File: src/logic/rssc_pkg.sv
// package for the reset source and start-up controller
// assumes one 25 MHz clock and an AXI4-Lite register slave
package rssc_pkg;

  // ----------------------------------------------------------------
  // timing
  // ----------------------------------------------------------------
  localparam int CLK_NS = 40;
  localparam int CLK_KHZ = 25000;
  localparam int POWER_UP_DELAY_TIMER_MS = 64;
  localparam int POWER_UP_DELAY_TIMER_CYC = POWER_UP_DELAY_TIMER_MS * CLK_KHZ;
  localparam int FILT_NS = 200;
  localparam int FILT_CYC = (FILT_NS + CLK_NS - 1) / CLK_NS;

  // ----------------------------------------------------------------
  // register map (byte addresses)
  // ----------------------------------------------------------------
  localparam logic [7:0] OFF_CAUSE_A = 8'h00;
  localparam logic [7:0] OFF_CAUSE_B = 8'h04;
  localparam logic [7:0] OFF_CORE_STAT = 8'h08;
  localparam logic [7:0] OFF_CONFIG = 8'h0c;
  localparam logic [7:0] OFF_PIN_CTRL = 8'h10;
  localparam logic [7:0] OFF_SEQ_STATE = 8'h14;

  // ----------------------------------------------------------------
  // field positions
  // ----------------------------------------------------------------
  localparam int CA_STK_OVER = 7;
  localparam int CA_STK_UNDER = 6;
  localparam int CA_WIN_VIOL = 5;
  localparam int CA_WDT = 4;
  localparam int CA_PIN = 3;
  localparam int CA_OPCODE = 2;
  localparam int CA_POWER_ON = 1;
  localparam int CA_UNDERVOLT = 0;
  localparam int CB_FETCH = 1;
  localparam int CB_BATTERY = 0;
  localparam int CS_EXPIRY = 4;
  localparam int CS_SLEEP = 3;
  localparam int SEQ_GPIO_BIT = 8;

  // ----------------------------------------------------------------
  // reset and load values
  // ----------------------------------------------------------------
  localparam logic [7:0] CAUSE_A_POR = 8'h3c;
  localparam logic [7:0] CAUSE_A_UV = 8'h3c;
  localparam logic [7:0] CAUSE_A_UV_KEEP = 8'h02;
  localparam logic [1:0] CAUSE_B_POR = 2'h3;
  localparam logic [4:0] CORE_STAT_POR = 5'h18;
  localparam logic [6:0] CFG_ERASED = 7'h3e;
  localparam logic [14:0] PC_RESET = 15'h0000;
  localparam logic [14:0] PC_INT_VEC = 15'h0004;
  localparam logic [14:0] FLASH_TOP = 15'h2000;
  localparam logic [14:0] SAF_BASE = 15'h1f80;
  localparam logic [1:0] RESP_OKAY = 2'h0;
  localparam logic [1:0] RESP_SLVERR = 2'h2;

  // ----------------------------------------------------------------
  // types
  // ----------------------------------------------------------------
  typedef struct packed {
    logic saf_en;
    logic ost_req;
    logic power_up_delay_enable_n_n;
    logic stack_fault_reset_enable;
    logic low_voltage_programming;
    logic pin_en;
    logic low_power_supply_monitor_en;
  } rssc_cfg_t;

  typedef enum logic [4:0] {
    S_UV = 5'h01,
    S_POWER_UP_DELAY_TIMER = 5'h02,
    S_OST = 5'h04,
    S_PIN = 5'h08,
    S_RUN = 5'h10
  } rssc_state_t;

endpackage

File: src/logic/rssc_top.sv
// reset source collection, cause flags and start-up sequencing
// assumes all inputs synchronous to CLK; RST is the power-on reset
//
// The register offsets and the AXI4-Lite register port were left to the implementer.
`timescale 1ns/1ps
module rssc_top #(
  parameter int POWER_UP_DELAY_TIMER_CYCLES = rssc_pkg::POWER_UP_DELAY_TIMER_CYC
) (
  input wire logic CLK,
  input wire logic RST,
  input wire logic UV_REQ,
  input wire logic LP_MON_REQ,
  input wire logic BAT_UV_REQ,
  input wire logic EXT_PIN_IN,
  input wire logic WDT_EXPIRE,
  input wire logic WDT_WIN_VIOL,
  input wire logic RESET_OPCODE,
  input wire logic STK_OVER,
  input wire logic STK_UNDER,
  input wire logic PROG_EXIT,
  input wire logic OST_DONE,
  input wire logic FETCH_EXEC,
  input wire logic [14:0] FETCH_ADDR,
  input wire logic WAKE_WDT,
  input wire logic WAKE_INT,
  input wire logic GLOBAL_INTERRUPT_ENABLE,
  input wire logic [14:0] CORE_PC,
  output logic CORE_RST,
  output logic PC_LOAD,
  output logic [14:0] PC_VALUE,
  output logic RET_PUSH,
  output logic EXT_PIN_OUT,
  output logic EXT_PIN_OE,
  output logic EXT_PIN_PULLUP,
  output logic EXT_PIN_GPIO,
  input wire logic [7:0] S_AXI_AWADDR,
  input wire logic S_AXI_AWVALID,
  output logic S_AXI_AWREADY,
  input wire logic [31:0] S_AXI_WDATA,
  input wire logic [3:0] S_AXI_WSTRB,
  input wire logic S_AXI_WVALID,
  output logic S_AXI_WREADY,
  output logic [1:0] S_AXI_BRESP,
  output logic S_AXI_BVALID,
  input wire logic S_AXI_BREADY,
  input wire logic [7:0] S_AXI_ARADDR,
  input wire logic S_AXI_ARVALID,
  output logic S_AXI_ARREADY,
  output logic [31:0] S_AXI_RDATA,
  output logic [1:0] S_AXI_RRESP,
  output logic S_AXI_RVALID,
  input wire logic S_AXI_RREADY
);

  function automatic logic fetch_bad(input logic [14:0] a, input logic storage_area_flash);
    fetch_bad = (a >= rssc_pkg::FLASH_TOP) || (storage_area_flash && (a >= rssc_pkg::SAF_BASE));
  endfunction

  function automatic logic known_off(input logic [7:0] a);
    known_off = (a == rssc_pkg::OFF_CAUSE_A) || (a == rssc_pkg::OFF_CAUSE_B) ||
                (a == rssc_pkg::OFF_CORE_STAT) || (a == rssc_pkg::OFF_CONFIG) ||
                (a == rssc_pkg::OFF_PIN_CTRL) || (a == rssc_pkg::OFF_SEQ_STATE);
  endfunction

  // ----------------------------------------------------------------
  // state
  // ----------------------------------------------------------------
  rssc_pkg::rssc_cfg_t cfg_reg;
  rssc_pkg::rssc_state_t state_reg, state_next;
  logic [7:0] cause_a_reg, cause_a_next;
  logic [1:0] cause_b_reg, cause_b_next;
  logic [4:0] stat_reg, stat_next;
  logic pullup_sw_reg;
  logic [20:0] power_up_delay_timer_cnt_reg;
  logic [2:0] filt_cnt_reg;
  logic pin_low_reg;
  logic vec_pend_reg;
  logic [7:0] aw_addr_reg;
  logic aw_have_reg;
  logic [7:0] w_data_reg;
  logic w_strb0_reg;
  logic w_have_reg;

  // ----------------------------------------------------------------
  // reset sources
  // ----------------------------------------------------------------
  wire logic uv_any = UV_REQ | (LP_MON_REQ & cfg_reg.low_power_supply_monitor_en);
  wire logic pin_fn_en = cfg_reg.pin_en | cfg_reg.low_voltage_programming;
  wire logic pin_hold = pin_fn_en & pin_low_reg;
  wire logic run = (state_reg == rssc_pkg::S_RUN);
  wire logic ev_wdt = run & WDT_EXPIRE;
  wire logic ev_wwv = run & WDT_WIN_VIOL;
  wire logic ev_ri = run & RESET_OPCODE;
  wire logic ev_ovf = run & STK_OVER & cfg_reg.stack_fault_reset_enable;
  wire logic ev_unf = run & STK_UNDER & cfg_reg.stack_fault_reset_enable;
  wire logic ev_fetch_violation_flag = run & FETCH_EXEC & fetch_bad(FETCH_ADDR, cfg_reg.saf_en);
  wire logic ev_pin = run & pin_hold;
  wire logic ev_bat = run & BAT_UV_REQ;
  wire logic int_rst = ev_wdt | ev_wwv | ev_ri | ev_ovf | ev_unf | ev_fetch_violation_flag | ev_bat;
  wire logic power_up_delay_timer_done = cfg_reg.power_up_delay_enable_n_n || (power_up_delay_timer_cnt_reg == 21'(POWER_UP_DELAY_TIMER_CYCLES - 1));
  wire logic start_exec = (state_reg == rssc_pkg::S_PIN) && (state_next == rssc_pkg::S_RUN);
  wire logic wake = run & (WAKE_WDT | WAKE_INT) & ~int_rst & ~pin_hold;

  // ----------------------------------------------------------------
  // pin glitch filter
  // ----------------------------------------------------------------
  always_ff @(posedge CLK) begin
    if (RST || EXT_PIN_IN) begin
      filt_cnt_reg <= 3'h0;
      pin_low_reg <= 1'b0;
    end else if (filt_cnt_reg == 3'(rssc_pkg::FILT_CYC - 1)) begin
      pin_low_reg <= 1'b1;
    end else begin
      filt_cnt_reg <= filt_cnt_reg + 3'h1;
    end
  end

  // ----------------------------------------------------------------
  // start-up sequencer
  // ----------------------------------------------------------------
  always_comb begin
    state_next = state_reg;
    if (uv_any) begin
      state_next = rssc_pkg::S_UV;
    end else if (PROG_EXIT) begin
      state_next = rssc_pkg::S_POWER_UP_DELAY_TIMER;
    end else begin
      unique case (state_reg)
        rssc_pkg::S_UV: state_next = rssc_pkg::S_POWER_UP_DELAY_TIMER;
        rssc_pkg::S_POWER_UP_DELAY_TIMER: if (power_up_delay_timer_done) state_next = rssc_pkg::S_OST;
        rssc_pkg::S_OST: if (!cfg_reg.ost_req || OST_DONE) state_next = rssc_pkg::S_PIN;
        rssc_pkg::S_PIN: if (!pin_hold) state_next = rssc_pkg::S_RUN;
        rssc_pkg::S_RUN: if (int_rst || pin_hold) state_next = rssc_pkg::S_PIN;
        default: state_next = rssc_pkg::S_UV;
      endcase
    end
  end

  always_ff @(posedge CLK) begin
    if (RST) begin
      state_reg <= rssc_pkg::S_POWER_UP_DELAY_TIMER;
      CORE_RST <= 1'b1;
    end else begin
      state_reg <= state_next;
      CORE_RST <= (state_next != rssc_pkg::S_RUN);
    end
  end

  always_ff @(posedge CLK) begin
    if (RST || state_reg != rssc_pkg::S_POWER_UP_DELAY_TIMER) begin
      power_up_delay_timer_cnt_reg <= 21'h0;
    end else if (!power_up_delay_timer_done) begin
      power_up_delay_timer_cnt_reg <= power_up_delay_timer_cnt_reg + 21'h1;
    end
  end

  // ----------------------------------------------------------------
  // program counter control
  // ----------------------------------------------------------------
  always_ff @(posedge CLK) begin
    if (RST) begin
      PC_LOAD <= 1'b0;
      PC_VALUE <= rssc_pkg::PC_RESET;
      RET_PUSH <= 1'b0;
      vec_pend_reg <= 1'b0;
    end else begin
      PC_LOAD <= start_exec | wake | (vec_pend_reg & run);
      RET_PUSH <= vec_pend_reg & run;
      vec_pend_reg <= wake & WAKE_INT & GLOBAL_INTERRUPT_ENABLE;
      if (start_exec) begin
        PC_VALUE <= rssc_pkg::PC_RESET;
      end else if (wake) begin
        PC_VALUE <= CORE_PC + 15'h1;
      end else if (vec_pend_reg) begin
        PC_VALUE <= rssc_pkg::PC_INT_VEC;
      end
    end
  end

  // ----------------------------------------------------------------
  // pin outputs
  // ----------------------------------------------------------------
  always_ff @(posedge CLK) begin
    if (RST) begin
      EXT_PIN_OUT <= 1'b0;
      EXT_PIN_OE <= 1'b0;
      EXT_PIN_PULLUP <= 1'b1;
      EXT_PIN_GPIO <= 1'b0;
    end else begin
      EXT_PIN_OUT <= 1'b0;
      EXT_PIN_OE <= 1'b0;
      EXT_PIN_PULLUP <= pin_fn_en | pullup_sw_reg;
      EXT_PIN_GPIO <= ~pin_fn_en & EXT_PIN_IN;
    end
  end

  // ----------------------------------------------------------------
  // register bus
  // ----------------------------------------------------------------
  wire logic wr_fire = aw_have_reg & w_have_reg & ~S_AXI_BVALID;
  wire logic wr_ok = known_off(aw_addr_reg);
  wire logic wr_lane = wr_fire & w_strb0_reg;
  wire logic wr_ca = wr_lane && aw_addr_reg == rssc_pkg::OFF_CAUSE_A;
  wire logic wr_cb = wr_lane && aw_addr_reg == rssc_pkg::OFF_CAUSE_B;
  wire logic wr_cs = wr_lane && aw_addr_reg == rssc_pkg::OFF_CORE_STAT;
  wire logic wr_cfg = wr_lane && aw_addr_reg == rssc_pkg::OFF_CONFIG;
  wire logic wr_pc = wr_lane && aw_addr_reg == rssc_pkg::OFF_PIN_CTRL;
  wire logic [31:0] seq_word = {23'h0, EXT_PIN_GPIO, 3'h0, state_reg};
  wire logic [31:0] rd_word =
    (S_AXI_ARADDR == rssc_pkg::OFF_CAUSE_A) ? {24'h0, cause_a_reg} :
    (S_AXI_ARADDR == rssc_pkg::OFF_CAUSE_B) ? {30'h0, cause_b_reg} :
    (S_AXI_ARADDR == rssc_pkg::OFF_CORE_STAT) ? {27'h0, stat_reg} :
    (S_AXI_ARADDR == rssc_pkg::OFF_CONFIG) ? {25'h0, cfg_reg} :
    (S_AXI_ARADDR == rssc_pkg::OFF_PIN_CTRL) ? {31'h0, pullup_sw_reg} :
    (S_AXI_ARADDR == rssc_pkg::OFF_SEQ_STATE) ? seq_word : 32'h0;

  always_ff @(posedge CLK) begin
    if (RST) begin
      aw_have_reg <= 1'b0;
      aw_addr_reg <= 8'h00;
      w_have_reg <= 1'b0;
      w_data_reg <= 8'h00;
      w_strb0_reg <= 1'b0;
      S_AXI_AWREADY <= 1'b0;
      S_AXI_WREADY <= 1'b0;
      S_AXI_BVALID <= 1'b0;
      S_AXI_BRESP <= rssc_pkg::RESP_OKAY;
    end else begin
      S_AXI_AWREADY <= ~aw_have_reg & ~(S_AXI_AWVALID & S_AXI_AWREADY);
      S_AXI_WREADY <= ~w_have_reg & ~(S_AXI_WVALID & S_AXI_WREADY);
      if (S_AXI_AWVALID && S_AXI_AWREADY) begin
        aw_have_reg <= 1'b1;
        aw_addr_reg <= S_AXI_AWADDR;
      end
      if (S_AXI_WVALID && S_AXI_WREADY) begin
        w_have_reg <= 1'b1;
        w_data_reg <= S_AXI_WDATA[7:0];
        w_strb0_reg <= S_AXI_WSTRB[0];
      end
      if (wr_fire) begin
        S_AXI_BVALID <= 1'b1;
        S_AXI_BRESP <= wr_ok ? rssc_pkg::RESP_OKAY : rssc_pkg::RESP_SLVERR;
      end else if (S_AXI_BVALID && S_AXI_BREADY) begin
        S_AXI_BVALID <= 1'b0;
        aw_have_reg <= 1'b0;
        w_have_reg <= 1'b0;
      end
    end
  end

  always_ff @(posedge CLK) begin
    if (RST) begin
      S_AXI_ARREADY <= 1'b0;
      S_AXI_RVALID <= 1'b0;
      S_AXI_RDATA <= 32'h0;
      S_AXI_RRESP <= rssc_pkg::RESP_OKAY;
    end else begin
      S_AXI_ARREADY <= ~S_AXI_RVALID & ~(S_AXI_ARVALID & S_AXI_ARREADY);
      if (S_AXI_ARVALID && S_AXI_ARREADY) begin
        S_AXI_RVALID <= 1'b1;
        S_AXI_RDATA <= rd_word;
        S_AXI_RRESP <= known_off(S_AXI_ARADDR) ? rssc_pkg::RESP_OKAY : rssc_pkg::RESP_SLVERR;
      end else if (S_AXI_RREADY) begin
        S_AXI_RVALID <= 1'b0;
      end
    end
  end

  // ----------------------------------------------------------------
  // cause flags: software write first, hardware event wins
  // ----------------------------------------------------------------
  always_comb begin
    cause_a_next = wr_ca ? w_data_reg : cause_a_reg;
    cause_b_next = wr_cb ? w_data_reg[1:0] : cause_b_reg;
    stat_next = wr_cs ? w_data_reg[4:0] : stat_reg;
    if (PROG_EXIT) begin
      cause_a_next = rssc_pkg::CAUSE_A_POR;
      cause_b_next = rssc_pkg::CAUSE_B_POR;
      stat_next = rssc_pkg::CORE_STAT_POR;
    end else if (uv_any) begin
      cause_a_next = rssc_pkg::CAUSE_A_UV | (cause_a_reg & rssc_pkg::CAUSE_A_UV_KEEP);
      stat_next = rssc_pkg::CORE_STAT_POR;
    end else begin
      if (ev_bat) begin
        cause_a_next = rssc_pkg::CAUSE_A_UV | (cause_a_reg & rssc_pkg::CAUSE_A_UV_KEEP);
        cause_b_next[rssc_pkg::CB_BATTERY] = 1'b0;
        stat_next = rssc_pkg::CORE_STAT_POR;
      end
      if (ev_wdt) begin
        cause_a_next[rssc_pkg::CA_WDT] = 1'b0;
        stat_next[rssc_pkg::CS_EXPIRY] = 1'b0;
      end
      if (ev_wwv) cause_a_next[rssc_pkg::CA_WIN_VIOL] = 1'b0;
      if (ev_ri) cause_a_next[rssc_pkg::CA_OPCODE] = 1'b0;
      if (ev_ovf) cause_a_next[rssc_pkg::CA_STK_OVER] = 1'b1;
      if (ev_unf) cause_a_next[rssc_pkg::CA_STK_UNDER] = 1'b1;
      if (ev_pin) cause_a_next[rssc_pkg::CA_PIN] = 1'b0;
      if (ev_fetch_violation_flag) cause_b_next[rssc_pkg::CB_FETCH] = 1'b0;
      if (wake) begin
        stat_next[rssc_pkg::CS_EXPIRY] = WAKE_INT;
        stat_next[rssc_pkg::CS_SLEEP] = 1'b0;
      end
    end
  end

  always_ff @(posedge CLK) begin
    if (RST) begin
      cause_a_reg <= rssc_pkg::CAUSE_A_POR;
      cause_b_reg <= rssc_pkg::CAUSE_B_POR;
      stat_reg <= rssc_pkg::CORE_STAT_POR;
      cfg_reg <= rssc_pkg::CFG_ERASED;
      pullup_sw_reg <= 1'b1;
    end else begin
      cause_a_reg <= cause_a_next;
      cause_b_reg <= cause_b_next;
      stat_reg <= stat_next;
      if (wr_cfg) cfg_reg <= rssc_pkg::rssc_cfg_t'(w_data_reg[6:0]);
      if (wr_pc) pullup_sw_reg <= w_data_reg[0];
    end
  end

  logic [20:0] power_up_delay_timer_seen_reg;
  always_ff @(posedge CLK) begin
    if (RST || state_reg != rssc_pkg::S_POWER_UP_DELAY_TIMER) power_up_delay_timer_seen_reg <= 21'h0;
    else power_up_delay_timer_seen_reg <= power_up_delay_timer_seen_reg + 21'h1;
  end
endmodule // rssc_top

File: config.mk
export PLATFORM = sky130hd
export DESIGN_NAME = rssc_top
export DESIGN_NICKNAME = d
export VERILOG_FILES = /design/src/logic/rssc_pkg.sv /design/src/logic/rssc_top.sv
export SDC_FILE = /design/constraint.sdc
export NUM_CORES = 1
export LEC_CHECK = 0
export ABC_AREA = 0
export BUFFER_PORTS_ARGS = -buffer_cell sky130_fd_sc_hd__buf_2
export CAP_MARGIN = 0
export CORE_MARGIN = 2
export CORE_UTILIZATION = 50
export CTS_CLUSTER_SIZE = 24
export DETAILED_ROUTE_END_ITERATION = 12
export PLACE_DENSITY_LB_ADDON = 0.2
export SLEW_MARGIN = 10
export SYNTH_ARGS = -nofsm -noshare
export SYNTH_HDL_FRONTEND = slang
export SYNTH_SLANG_ARGS = --single-unit
File: constraint.sdc
create_clock -name CLK -period 4.3 [get_ports CLK]
set_input_delay 0.86 -clock CLK [delete_from_list [all_inputs] [get_ports CLK]]
set_output_delay 0.86 -clock CLK [all_outputs]
set_load 0.005 [all_outputs]
==> impl_summary.txt, run 1 <==
----------------------------------------------------
[Logic synthesis]
  Leading register cell type out of synthesis ... sky130_fd_sc_hd__dfxtp_1
  Cells after synthesis ... 645
  Cell area after technology mapping ... 0.00535 mm^2
  Avg Cell Area, Syn ... 8.30 um^2
  Count of different cell masters after synthesis ... 63
  Post-synthesis sequential area ratio ... 40.8%
  Post-synth EDFFs ... 0
  FF+latch count, synth ... 109
  Post-synthesis async set-or-reset flop share ... 0%
  Total number of yosys warnings ... 0

[Layout]
  Total inserted antenna cells ... 0
  Area added between synthesis and finish ... 12.1%
  Cell area after layout ... 0.00600 mm^2
  Largest register FFs ... 21
  Post-layout util ... 57.9%
  Share of final-layout standard cells stronger than drive strength 1 ... 18.1%
  Number of nets in the finished design ... 843

[GRT]
  Number of global-route vias before repair ... 4475
  GRT Overall Usage ... 23.0%
  Pin count of the biggest net entering global routing ... 32
  First-pass GRT wire length ... 21.4 mm
  Remaining global-route overflow ... 0
  Antenna violations before repair ... 0

[Clock network]
  TritonCTS clock tree ... done
  Worst-Skew Late Latency ... 370 ps
  Number of buffers between clock root and the deepest sink ... 2
  Clk pin slew, worst setup/hold paths ... 100 ps
  Clock buffer count from CTS ... 9
  Number of clock sinks seen by CTS ... 109
  Number of resized instances in the post-cts repair step ... 0
  Clock Tree Root ... sky130_fd_sc_hd__clkbuf_8
  Hold buffer count at cts ... 0
  Number of levels in the clock H-tree ... 3
  # Post-CTS Setup Buffers ... 0

[Timing]
  Fmax ... 0.361 GHz
  Hold violation count in the final report ... 0
  Setup violations, final ... 0
  Slew at the pin closest to its max-slew limit ... 1040 ps
  Share of the clock period used by the worst path after layout ... 64.3%
  Max-slew headroom at the worst pin ... 30.0%
  Setup repair after global routing missed its margin ... false
  Final Skew ... 8.43 ps
  Max Slew Vio Count ... 0
  Final setup TNS ... 0 ps
  Final setup margin ... 1530 ps
  Clock period minus worst slack ... 2770 ps

[Die]
  I/O pin total ... 167
  Die extent in x ... 107 um
  Die outline area ... 0.0116 mm^2
  Starting density of the core ... 51.6%
  Floorplan Core Area ... 0.0104 mm^2
  Height of the die ... 107 um
  Site Rows ... 37

[Setup path]
  Setup crit start kind ... flip-flop
  Arrival time of data at the critical path endpoint ... 3040 ps
  Worst path max stage delay ... 740 ps
  Worst-path cell with the longest stage delay ... sky130_fd_sc_hd__nor4_2
  Family with the most delay on the worst path ... simple AND/OR/NAND/NOR gates
  Worst path required time ... 4570 ps
  Critical path fanouts, max ... 12
  Worst setup EP type ... flip-flop
  Critical Path, Cell by Cell ... or4_1 -> nor4_2 -> and3_1 -> nor2b_1 -> a211o_1
  Sum of buffers and inverters on the critical path ... 0
  Type of the setup path with the least slack ... flip-flop to flip-flop

[Placement]
  Placed wire-length estimate ... 9.67 mm
  Routability congestion estimate ... 0.917
  Port buffer count ... 105
  Pre-CTS setup slack ... 1470 ps
  Placed Area ... 0.00580 mm^2

[Detailed routing]
  Average via count per standard cell ... 5.55
  Detailed-route wire length ... 12.8 mm
  Iteration-0 DRC Markers ... 266
  Number of nets with antenna violations after detailed routing ... 0
  Via count ... 4858
  Final routed DRC violation total ... 0
  Routed wire length per instance ... 14.6 um
  1st-pass router iterations ... 5

[Pwr]
  Static Leak ... 2.29 nW
  Power consumption ... 1.85 mW
  Areal power density over the cells ... 309 mW/mm^2
  Peak supply drop ... 0.196 mV

[Outcome]
  Run status ... complete, no violations

[Job]
  Max-cap violations ... 0

[Min path]
  Worst hold path class ... flip-flop to flip-flop

----------------------------------------------------
[synth_stat cells (7+ instances only)]
| cell type | count | share of area [%] |
|---|---|---|
| sky130_fd_sc_hd__o21ai_0 | 28 | 2.6 |
| sky130_fd_sc_hd__nor3_1 | 23 | 2.2 |
| sky130_fd_sc_hd__buf_4 | 30 | 4.2 |
| sky130_fd_sc_hd__xnor2_1 | 16 | 2.6 |
| sky130_fd_sc_hd__dfxtp_1 | 109 | 41 |
| sky130_fd_sc_hd__nand2_1 | 80 | 5.6 |
| sky130_fd_sc_hd__xor2_1 | 7 | 1.1 |
| sky130_fd_sc_hd__clkbuf_1 | 12 | 0.84 |
| sky130_fd_sc_hd__and2_1 | 7 | 0.82 |
| sky130_fd_sc_hd__nor2b_1 | 11 | 1.3 |
| sky130_fd_sc_hd__and3_1 | 8 | 0.93 |
| sky130_fd_sc_hd__or3_1 | 9 | 1.1 |
| sky130_fd_sc_hd__a211oi_1 | 14 | 2.0 |
| sky130_fd_sc_hd__nand2b_1 | 8 | 0.93 |
| sky130_fd_sc_hd__a21oi_1 | 63 | 5.9 |
| sky130_fd_sc_hd__nand4_1 | 19 | 2.2 |
| sky130_fd_sc_hd__nand3_1 | 34 | 3.2 |
| sky130_fd_sc_hd__mux2i_1 | 11 | 2.1 |
| sky130_fd_sc_hd__inv_1 | 15 | 1.1 |
| sky130_fd_sc_hd__nor2_1 | 47 | 3.3 |
[metal layers]
metal  wire, um  vias up  global-route usage [%]
met5          0        -                       0
met4        181        0                    7.42
met3        874       12                    4.36
met2       5600      170                    34.4
met1       6130     2247                    33.2
li1           -     2429                       -
[through the flow]
step | std cells | hold WS, ps
CTS | 876 | 459
detailed placement | 860 | 445
floorplan | 671 | 426
finish | 876 | 457
global route | 876 | 482
global placement | 860 | 433
[placed cells by master, fill, tap and decap left out, types with 3 or more instances in the layout]
cell type / synthesis / layout
sky130_fd_sc_hd__or4_1: 5 / 5
sky130_fd_sc_hd__a221oi_1: 5 / 5
sky130_fd_sc_hd__a31oi_1: 6 / 6
sky130_fd_sc_hd__nand2_1: 80 / 80
sky130_fd_sc_hd__a22o_1: 3 / 3
sky130_fd_sc_hd__nor3b_1: 3 / 3
sky130_fd_sc_hd__a22oi_1: 3 / 3
sky130_fd_sc_hd__xor2_1: 7 / 7
sky130_fd_sc_hd__or3_1: 9 / 9
sky130_fd_sc_hd__a211oi_1: 14 / 14
sky130_fd_sc_hd__o21ai_0: 28 / 28
sky130_fd_sc_hd__xnor2_1: 16 / 16
sky130_fd_sc_hd__nor2_1: 47 / 47
sky130_fd_sc_hd__nand4_1: 19 / 19
sky130_fd_sc_hd__and3_1: 8 / 8
sky130_fd_sc_hd__a21oi_1: 63 / 63
sky130_fd_sc_hd__nand2b_1: 8 / 8
sky130_fd_sc_hd__mux2i_1: 11 / 11
sky130_fd_sc_hd__ha_1: 4 / 4
sky130_fd_sc_hd__nor2b_1: 11 / 11
sky130_fd_sc_hd__nand3b_1: 6 / 6
sky130_fd_sc_hd__and4_1: 4 / 4
sky130_fd_sc_hd__a211o_1: 4 / 4
sky130_fd_sc_hd__and2_1: 7 / 7
sky130_fd_sc_hd__buf_2: 2 / 105
sky130_fd_sc_hd__clkbuf_8: 2 / 10
sky130_fd_sc_hd__inv_1: 15 / 15
sky130_fd_sc_hd__dfxtp_1: 109 / 109
sky130_fd_sc_hd__conb_1: 1 / 27
sky130_fd_sc_hd__nand3_1: 34 / 34
sky130_fd_sc_hd__nor3_1: 23 / 23
sky130_fd_sc_hd__a21boi_0: 4 / 4
[where the power goes]
group | internal, mW | switching [mW]
combinational | 0.0652 | 0.0997
clock | 0.291 | 0.351
sequential | 1.03 | 0.0193
[cell type report]
| cell class | instances | area [um^2] |
|---|---|---|
| inverter | 15 | 56.3 |
| clock inverter | 4 | 56.3 |
| sequential | 109 | 2180 |
| clock buffer | 12 | 145 |
| multi-input combinational | 493 | 2850 |
| timing repair buffer | 107 | 541 |
| fill | 1010 | 4370 |
| tap | 136 | 170 |
[cells by family after synthesis]
| group | Yosys count | synth area share, % |
|---|---|---|
| xor gates and xnor gates | 23 | 3.76 |
| other | 1 | 0.0700 |
| DFF | 109 | 40.8 |
| muxes | 11 | 2.06 |
| adders and majority gates | 4 | 0.935 |
| AOI/OAI and AO/OA | 147 | 17.4 |
| and+or+nand+nor | 281 | 27.3 |
| buffers and inverters | 69 | 7.78 |
[tightest hold or removal path, cell delays in order, from the launching register on]
cell and delay (ps):
sky130_fd_sc_hd__dfxtp_1 320, sky130_fd_sc_hd__nand2_1 50, sky130_fd_sc_hd__a21oi_1 50
[final timing paths]
kind	from	to	slack (ps)	cells after the start
min reg2reg	stat_reg[0]$_SDFFE_PP0P_	stat_reg[0]$_SDFFE_PP0P_	460	2
min	stat_reg[0]$_SDFFE_PP0P_	stat_reg[0]$_SDFFE_PP0P_	460	2
max reg2reg	aw_addr_reg[0]$_SDFFE_PP0P_	cfg_reg[2]$_SDFFE_PP1P_	1530	5
max	aw_addr_reg[0]$_SDFFE_PP0P_	cfg_reg[2]$_SDFFE_PP1P_	1530	5
Note: power is estimated with default switching activity, not from simulation.
==> run 2, diff against run 1 <==
--- a/config.mk
+++ b/config.mk
@@ -5,7 +5,7 @@
 export SDC_FILE = /design/constraint.sdc
 export NUM_CORES = 1
 export LEC_CHECK = 0
-export ABC_AREA = 0
+export ABC_AREA = 1
 export BUFFER_PORTS_ARGS = -buffer_cell sky130_fd_sc_hd__buf_2
 export CAP_MARGIN = 0
 export CORE_MARGIN = 2
==> constraint.sdc (replaced) <==
create_clock -name CLK -period 2.9 [get_ports CLK]
set_input_delay 0.58 -clock CLK [delete_from_list [all_inputs] [get_ports CLK]]
set_output_delay 0.58 -clock CLK [all_outputs]
set_load 0.005 [all_outputs]
==> run 2 against run 1 <==
Against the previous run: total power grew 67%; highest routed layer unchanged; sequential power grew 48%; fmax grew 23%; core utilization grew 0.34 points.
==> impl_summary.txt, run 2 <==
----------------------------------------------------
[Placement]
  Placed wire-length estimate ... 10.4 mm (was 9.67 mm)
  Routability congestion estimate ... 0.918 (was 0.917)
  DP Cell Count ... 1071 (was 860)
  Port buffer count ... 105 (unchanged)

[Logic synthesis]
  Area share of xor/xnor cells in the synthesized design ... 2.86% (was 3.76%)
  Area fraction in and, or, nand and nor cells after synthesis ... 31.8% (was 27.3%)
  Leading register cell type out of synthesis ... sky130_fd_sc_hd__dfxtp_1 (unchanged)
  Count of different cell masters after synthesis ... 45 (was 63)
  Area fraction in compound gates after synthesis ... 13.4% (was 17.4%)
  Total number of yosys warnings ... 0 (unchanged)
  Avg Cell Area, Syn ... 6.94 um^2 (was 8.30 um^2)
  Cell area after technology mapping ... 0.00582 mm^2 (was 0.00535 mm^2)
  Synth top area share ... 37.5% (was 40.8%)
  Post-synth top cells ... sky130_fd_sc_hd__nand2_1, sky130_fd_sc_hd__inv_1, sky130_fd_sc_hd__dfxtp_1, sky130_fd_sc_hd__nor2_1, sky130_fd_sc_hd__a21oi_1 (was sky130_fd_sc_hd__dfxtp_1, sky130_fd_sc_hd__nand2_1, sky130_fd_sc_hd__a21oi_1, sky130_fd_sc_hd__nor2_1, sky130_fd_sc_hd__nand3_1)
  FF+latch count, synth ... 109 (unchanged)
  Most common cell in the synthesized netlist ... sky130_fd_sc_hd__nand2_1 (was sky130_fd_sc_hd__dfxtp_1)
  Dominant combinational cell family by area after synthesis ... simple AND/OR/NAND/NOR gates (unchanged)
  Cell type with the largest total area after synthesis ... sky130_fd_sc_hd__dfxtp_1 (unchanged)
  Post-synthesis async set-or-reset flop share ... 0% (unchanged)
  Top post-synthesis cells by area ... sky130_fd_sc_hd__dfxtp_1, sky130_fd_sc_hd__nand2_1, sky130_fd_sc_hd__inv_1, sky130_fd_sc_hd__nor2_1, sky130_fd_sc_hd__a21oi_1 (was sky130_fd_sc_hd__dfxtp_1, sky130_fd_sc_hd__a21oi_1, sky130_fd_sc_hd__nand2_1, sky130_fd_sc_hd__buf_4, sky130_fd_sc_hd__nor2_1)
  Multiplexer fraction of the synthesized cell area ... 0% (was 2.06%)
  Post-synth EDFFs ... 0 (unchanged)
  Cells after synthesis ... 838 (was 645)
  Post-synthesis sequential area ratio ... 37.5% (was 40.8%)
  Synth Area in Adders ... 0.861% (was 0.935%)

[Layout]
  Total inserted antenna cells ... 0 (unchanged)
  Largest register FFs ... 21 (unchanged)
  Most common cell after layout, fill and taps aside ... sky130_fd_sc_hd__nand2_1 (was sky130_fd_sc_hd__dfxtp_1)
  Final non-filler cell total ... 1087 (was 876)
  Number of nets in the finished design ... 1047 (was 843)
  Share of final-layout standard cells stronger than drive strength 1 ... 17.3% (was 18.1%)
  Commonest cells after routing, fill and taps aside ... sky130_fd_sc_hd__nand2_1, sky130_fd_sc_hd__inv_1, sky130_fd_sc_hd__dfxtp_1, sky130_fd_sc_hd__buf_2, sky130_fd_sc_hd__nor2_1 (was sky130_fd_sc_hd__dfxtp_1, sky130_fd_sc_hd__buf_2, sky130_fd_sc_hd__nand2_1, sky130_fd_sc_hd__a21oi_1, sky130_fd_sc_hd__nor2_1)
  Area added between synthesis and finish ... 13.8% (was 12.1%)

[Clock network]
  Number of clock sinks seen by CTS ... 109 (unchanged)
  TritonCTS clock tree ... done (unchanged)
  Number of resized instances in the post-cts repair step ... 0 (unchanged)
  Number of buffers between clock root and the deepest sink ... 2 (unchanged)
  Worst-Skew Late Latency ... 360 ps (was 370 ps)
  Clock buffer count from CTS ... 9 (unchanged)
  # Post-CTS Setup Buffers ... 0 (unchanged)
  Clk pin slew, worst setup/hold paths ... 80 ps (was 100 ps)
  Number of levels in the clock H-tree ... 3 (unchanged)
  Clock Tree Root ... sky130_fd_sc_hd__clkbuf_16 (was sky130_fd_sc_hd__clkbuf_8)
  Hold buffer count at cts ... 0 (unchanged)

[GRT]
  Number of global-route vias before repair ... 4804 (was 4475)
  Remaining global-route overflow ... 0 (unchanged)
  GRT Overall Usage ... 22.9% (was 23.0%)
  Antenna violations before repair ... 0 (unchanged)
  First-pass GRT wire length ... 23.3 mm (was 21.4 mm)
  Pin count of the biggest net entering global routing ... 37 (was 32)

[Detailed routing]
  Number of nets with antenna violations after detailed routing ... 0 (unchanged)
  Final routed DRC violation total ... 0 (unchanged)
  Iteration-0 DRC Markers ... 257 (was 266)
  Via count ... 5401 (was 4858)
  Average via count per standard cell ... 4.97 (was 5.55)
  Routed wire length per instance ... 12.9 um (was 14.6 um)
  Detailed-route wire length ... 14.0 mm (was 12.8 mm)
  1st-pass router iterations ... 5 (unchanged)

[Setup path]
  Worst setup EP type ... flip-flop (unchanged)
  Type of the setup path with the least slack ... flip-flop to flip-flop (unchanged)
  Worst reg2reg setup slack ... 650 ps (was 1530 ps)
  Critical Path, Cell by Cell ... nor2_4 -> inv_2 -> nor2_4 -> nand2_2 -> nand2_1 -> nor2_4 -> nand4_4 -> inv_2 -> nand2_1 -> nand2_1 -> inv_1 -> nor2_4 (was or4_1 -> nor4_2 -> and3_1 -> nor2b_1 -> a211o_1)
  Setup crit start kind ... flip-flop (unchanged)
  Most frequent CP cell ... sky130_fd_sc_hd__nor2_4
  Critical path fanouts, max ... 20 (was 12)
  Arrival time of data at the critical path endpoint ... 2500 ps (was 3040 ps)
  Worst path max stage delay ... 370 ps (was 740 ps)
  Worst path required time ... 3150 ps (was 4570 ps)
  Worst-path cell with the longest stage delay ... sky130_fd_sc_hd__nor2_4 (was sky130_fd_sc_hd__nor4_2)

[Min path]
  Worst hold path class ... flip-flop to flip-flop (unchanged)

[Timing]
  Share of the clock period used by the worst path after layout ... 77.6% (was 64.3%)
  Max-slew headroom at the worst pin ... 54.0% (was 30.0%)
  Clock period minus worst slack ... 2250 ps (was 2770 ps)
  Slew at the pin closest to its max-slew limit ... 687 ps (was 1040 ps)
  Setup repair after global routing missed its margin ... false (unchanged)
  Final Skew ... 9.20 ps (was 8.43 ps)
  Max Slew Vio Count ... 0 (unchanged)
  Setup violations, final ... 0 (unchanged)
  Fmax ... 0.444 GHz (was 0.361 GHz)
  Final setup TNS ... 0 ps (unchanged)
  Hold violation count in the final report ... 0 (unchanged)

[Die]
  Starting density of the core ... 51.1% (was 51.6%)
  Die outline area ... 0.0125 mm^2 (was 0.0116 mm^2)
  I/O pin total ... 167 (unchanged)
  Height of the die ... 112 um (was 107 um)
  Site Rows ... 39 (was 37)
  Die extent in x ... 112 um (was 107 um)
  Floorplan Core Area ... 0.0114 mm^2 (was 0.0104 mm^2)

[Job]
  Max-cap violations ... 0 (unchanged)

[Pwr]
  Static Leak ... 2.97 nW (was 2.29 nW)
  Areal power density over the cells ... 466 mW/mm^2 (was 309 mW/mm^2)
  Power consumption ... 3.09 mW (was 1.85 mW)
  Peak supply drop ... 0.308 mV (was 0.196 mV)

[Outcome]
  Run status ... complete, no violations (unchanged)

----------------------------------------------------
run 2: cell type report:
cell class                      instances  area [um^2]
Fill cell                            1142         4750
Inverter                              119          447
Tap cell                              143          179
Multi-Input combinational cell        589         2950
Sequential cell                       109         2180
Clock inverter                          5         63.8
Clock buffer                           11          233
Timing Repair Buffer                  111          571
run 2: where the power goes:
group	total [mW]	internal (mW)	switching, mW
Clock	1.27	0.681	0.590
Combinational	0.262	0.0962	0.165
Sequential	1.55	1.53	0.0229
Total	3.09	2.31	0.778
run 2: worst max-delay path: cells and delay by family, from the launching register on:
family                 cells  cell delay, ps
buffers and inverters      3             330
AND/OR/NAND/NOR            9            1460
flip-flops                 1             360
run 2: kinds of logic after synthesis:
group                    Yosys count
adder cells (fa/ha/maj)            4
XOR/XNOR                          19
buffers and inverters            166
flip-flops                       109
AND/OR/NAND/NOR                  395
AO/OA/AOI/OAI                    144
other                              1
run 2: worst paths after layout:
kind,startpoint,end,cells after the start
hold reg to reg,stat_reg[0]$_SDFFE_PP0P_,stat_reg[0]$_SDFFE_PP0P_,2
hold / removal,stat_reg[0]$_SDFFE_PP0P_,stat_reg[0]$_SDFFE_PP0P_,2
setup reg to reg,state_reg[2]$_SDFF_PP0_,PC_VALUE[1]$_SDFFE_PP0P_,12
setup / recovery,state_reg[2]$_SDFF_PP0_,PC_VALUE[1]$_SDFFE_PP0P_,12
run 2: metrics by stage:
stage	setup slack, ps	utilization [%]	area [um^2]	hold slack, ps
final	648	58.2	6620	443
after global routing	421	58.2	6620	461
after CTS	646	58.2	6620	446
after detailed placement	607	55.6	6320	435
after global placement	630	55.6	6320	432
after floorplan	1050	-	5910	423
run 2: layer usage:
layer,GRT usage [%],vias to the layer above,share of wire (%)
met1,33.6,2334,49
met2,34.1,192,42
li1,-,2855,-
met5,0,-,0
met4,9.22,0,2.1
met3,2.61,20,6.5
==> run 3, diff against run 2 <==
==> constraint.sdc (replaced) <==
create_clock -name CLK -period 2.15 [get_ports CLK]
set_input_delay 0.43 -clock CLK [delete_from_list [all_inputs] [get_ports CLK]]
set_output_delay 0.43 -clock CLK [all_outputs]
set_load 0.005 [all_outputs]
==> run 3 against run 2 <==
Against the previous run: critical path depth is 1 higher; total power is 35% higher; sequential share of layout area is 0.70 points lower; global-route usage is 0.20 points lower; largest power group unchanged; cell count is 1.5% higher; non-clock buffer count is 16 higher; largest cell class unchanged; hold slack worse by 120 ps; routed wire length is 0.11% lower; sequential cell count stayed put.
==> impl_summary.txt, run 3 (synthesis gave the netlist of run 2 again) <==
----------------------------------------------------
[Outcome]
  Run status ... complete, no violations (unchanged)

[Clock network]
  TritonCTS clock tree ... done (unchanged)
  Number of levels in the clock H-tree ... 3 (unchanged)
  Number of buffers between clock root and the deepest sink ... 2 (unchanged)
  Number of clock sinks seen by CTS ... 109 (unchanged)
  Clock buffer count from CTS ... 9 (unchanged)
  # Post-CTS Setup Buffers ... 0 (unchanged)
  Clk pin slew, worst setup/hold paths ... 70 ps (was 80 ps)
  Clock Tree Root ... sky130_fd_sc_hd__clkbuf_16 (unchanged)
  Worst-Skew Late Latency ... 350 ps (was 360 ps)

[Placement]
  Port buffer count ... 105 (unchanged)
  Pre-CTS setup slack ... 198 ps (was 607 ps)
  Placed wire-length estimate ... 10.8 mm (was 10.4 mm)
  Routability congestion estimate ... 0.890 (was 0.918)

[GRT]
  Antenna violations before repair ... 0 (unchanged)
  Remaining global-route overflow ... 0 (unchanged)
  First-pass GRT wire length ... 23.5 mm (was 23.3 mm)
  GRT Overall Usage ... 22.7% (was 22.9%)
  Pin count of the biggest net entering global routing ... 20 (was 37)
  Number of global-route vias before repair ... 4855 (was 4804)

[Min path]
  Worst hold path class ... input pin to flip-flop (was flip-flop to flip-flop)
  Destination of the worst hold path ... S_AXI_RVALID$_SDFFE_PP0P_ (was stat_reg[0]$_SDFFE_PP0P_)
  Depth of the worst hold-timing path ... 4 (was 2)
  Worst Hold Launch ... S_AXI_RREADY (was stat_reg[0]$_SDFFE_PP0P_)

[Die]
  I/O pin total ... 167 (unchanged)
  Floorplan Core Area ... 0.0114 mm^2 (unchanged)
  Die outline area ... 0.0125 mm^2 (unchanged)
  Starting density of the core ... 51.1% (unchanged)
  Site Rows ... 39 (unchanged)
  Height of the die ... 112 um (unchanged)
  Die extent in x ... 112 um (unchanged)

[Layout]
  Commonest cells after routing, fill and taps aside ... sky130_fd_sc_hd__nand2_1, sky130_fd_sc_hd__inv_1, sky130_fd_sc_hd__dfxtp_1, sky130_fd_sc_hd__buf_2, sky130_fd_sc_hd__nor2_1 (unchanged)
  Total inserted antenna cells ... 0 (unchanged)
  Most common cell after layout, fill and taps aside ... sky130_fd_sc_hd__nand2_1 (unchanged)
  Largest register FFs ... 21 (unchanged)
  Area added between synthesis and finish ... 16.3% (was 13.8%)
  Number of nets in the finished design ... 1063 (was 1047)
  Share of final-layout standard cells stronger than drive strength 1 ... 18.9% (was 17.3%)

[Detailed routing]
  Final routed DRC violation total ... 0 (unchanged)
  Number of nets with antenna violations after detailed routing ... 0 (unchanged)
  Iteration-0 DRC Markers ... 258 (was 257)
  Detailed-route wire length ... 14.0 mm (about the same)
  Routed wire length per instance ... 12.7 um (was 12.9 um)
  Via count ... 5512 (was 5401)
  1st-pass router iterations ... 4 (was 5)
  Average via count per standard cell ... 5.00 (was 4.97)

[Timing]
  Final setup margin ... 221 ps (was 648 ps)
  Max Slew Vio Count ... 0 (unchanged)
  Share of the clock period used by the worst path after layout ... 89.7% (was 77.6%)
  Fmax ... 0.518 GHz (was 0.444 GHz)
  Setup violations, final ... 0 (unchanged)
  Clock period minus worst slack ... 1930 ps (was 2250 ps)
  Setup repair after global routing missed its margin ... false (unchanged)
  Final Skew ... 8.86 ps (was 9.20 ps)
  Hold violation count in the final report ... 0 (unchanged)
  Max-slew headroom at the worst pin ... 62.9% (was 54.0%)
  Final setup TNS ... 0 ps (unchanged)
  Slew at the pin closest to its max-slew limit ... 553 ps (was 687 ps)

[Job]
  Max-cap violations ... 0 (unchanged)

[Pwr]
  Internal portion of total power ... 3.15 mW (was 2.31 mW)
  Switch Pwr ... 1.02 mW (was 0.778 mW)
  Net switching share of the total power ... 24.5% (was 25.2%)
  Power share of the sequential group ... 50.2% (was 50.3%)
  Peak supply drop ... 0.383 mV (was 0.308 mV)
  Clock power frac ... 41.1% (was 41.2%)
  Areal power density over the cells ... 617 mW/mm^2 (was 466 mW/mm^2)
  Static Leak ... 3.05 nW (was 2.97 nW)
  Share of total power in combinational logic ... 8.6% (was 8.5%)

[Setup path]
  Start of the worst register-to-register path ... state_reg[1]$_SDFF_PP1_ (was state_reg[2]$_SDFF_PP0_)
  Endpoint of the lowest-slack register-to-register path ... PC_VALUE[3]$_SDFFE_PP0P_ (was PC_VALUE[1]$_SDFFE_PP0P_)
  Worst setup path startpoint ... state_reg[1]$_SDFF_PP1_ (was state_reg[2]$_SDFF_PP0_)
  Worst reg2reg setup slack ... 220 ps (was 650 ps)
  Setup crit start kind ... flip-flop (unchanged)
  Worst setup EP type ... flip-flop (unchanged)
  Arrival time of data at the critical path endpoint ... 2170 ps (was 2500 ps)
  Critical path fanouts, max ... 13 (was 20)
  Worst R2R Path Depth ... 13 (was 12)
  Worst path required time ... 2390 ps (was 3150 ps)
  Type of the setup path with the least slack ... flip-flop to flip-flop (unchanged)

----------------------------------------------------
-- run 3: power by group through the flow --
stage | combinational, mW | sequential [mW] | clock (mW)
6_report | 0.360 | 2.10 | 1.72
5_1_grt | 0.410 | 2.10 | 1.83
4_1_cts | 0.360 | 2.10 | 1.74
3_5_place_dp | 0.358 | 2.14 | 0
3_3_place_gp | 0.354 | 2.14 | 0
2_1_floorplan | 0.243 | 2.14 | 0
-- run 3: metal layers --
metal	GRT usage [%]	part of all wire [%]	vias up
met5	0	0	-
met4	7.08	1.2	0
met3	1.96	4.7	11
met2	34.9	43	155
met1	33.7	51	2463
li1	-	-	2883
-- run 3: how the worst max path moves through the flow --
stage                                  endpoint  slack (ps)  cells after the start
floorplan              stat_reg[3]$_SDFFE_PP1P_         450                      9
global placement       PC_VALUE[5]$_SDFFE_PP0P_         240                     14
detailed placement     PC_VALUE[3]$_SDFFE_PP0P_         200                     14
CTS                    PC_VALUE[3]$_SDFFE_PP0P_         230                     13
global route        cause_a_reg[7]$_SDFFE_PP0P_          20                     10
finish                 PC_VALUE[3]$_SDFFE_PP0P_         220                     13
-- run 3: final cells by class --
cell class / count / area (um^2)
Timing Repair Buffer: 127 / 703
Inverter: 119 / 447
Tap cell: 143 / 179
Multi-Input combinational cell: 589 / 2950
Clock buffer: 11 / 243
Fill cell: 1130 / 4610
Sequential cell: 109 / 2180
Clock inverter: 5 / 65.1
-- run 3: metrics by stage --
step	hold WS [ps]	util (%)	instances	instance area [um^2]	total power, mW
after floorplan	423	-	864	5910	2.38
after global placement	432	56.8	1087	6460	2.50
after detailed placement	435	56.8	1087	6460	2.50
after CTS	317	59.5	1103	6760	4.20
after global routing	329	59.5	1103	6760	4.34
final	320	59.5	1103	6760	4.17
-- run 3: timing repair --
action                                  4_1_cts  5_1_grt
hold endpoints to repair                      0        0
endpoints found under the setup margin        0        1
gates resized for setup                       0        1
hold buffers                                  0        0
-- run 3: worst max-delay path, stage by stage, from the launching register on --
cell and delay (ps):
sky130_fd_sc_hd__dfxtp_1 430, sky130_fd_sc_hd__nor2_4 60, sky130_fd_sc_hd__nand2_1 100, sky130_fd_sc_hd__nor2_4 70
sky130_fd_sc_hd__buf_12 140, sky130_fd_sc_hd__o21ai_4 60, sky130_fd_sc_hd__nand2_4 70, sky130_fd_sc_hd__nor2_4 130
sky130_fd_sc_hd__nand4_4 210, sky130_fd_sc_hd__buf_4 260, sky130_fd_sc_hd__nand3_1 80, sky130_fd_sc_hd__nand2_1 60
sky130_fd_sc_hd__inv_1 90, sky130_fd_sc_hd__nor2_4 30
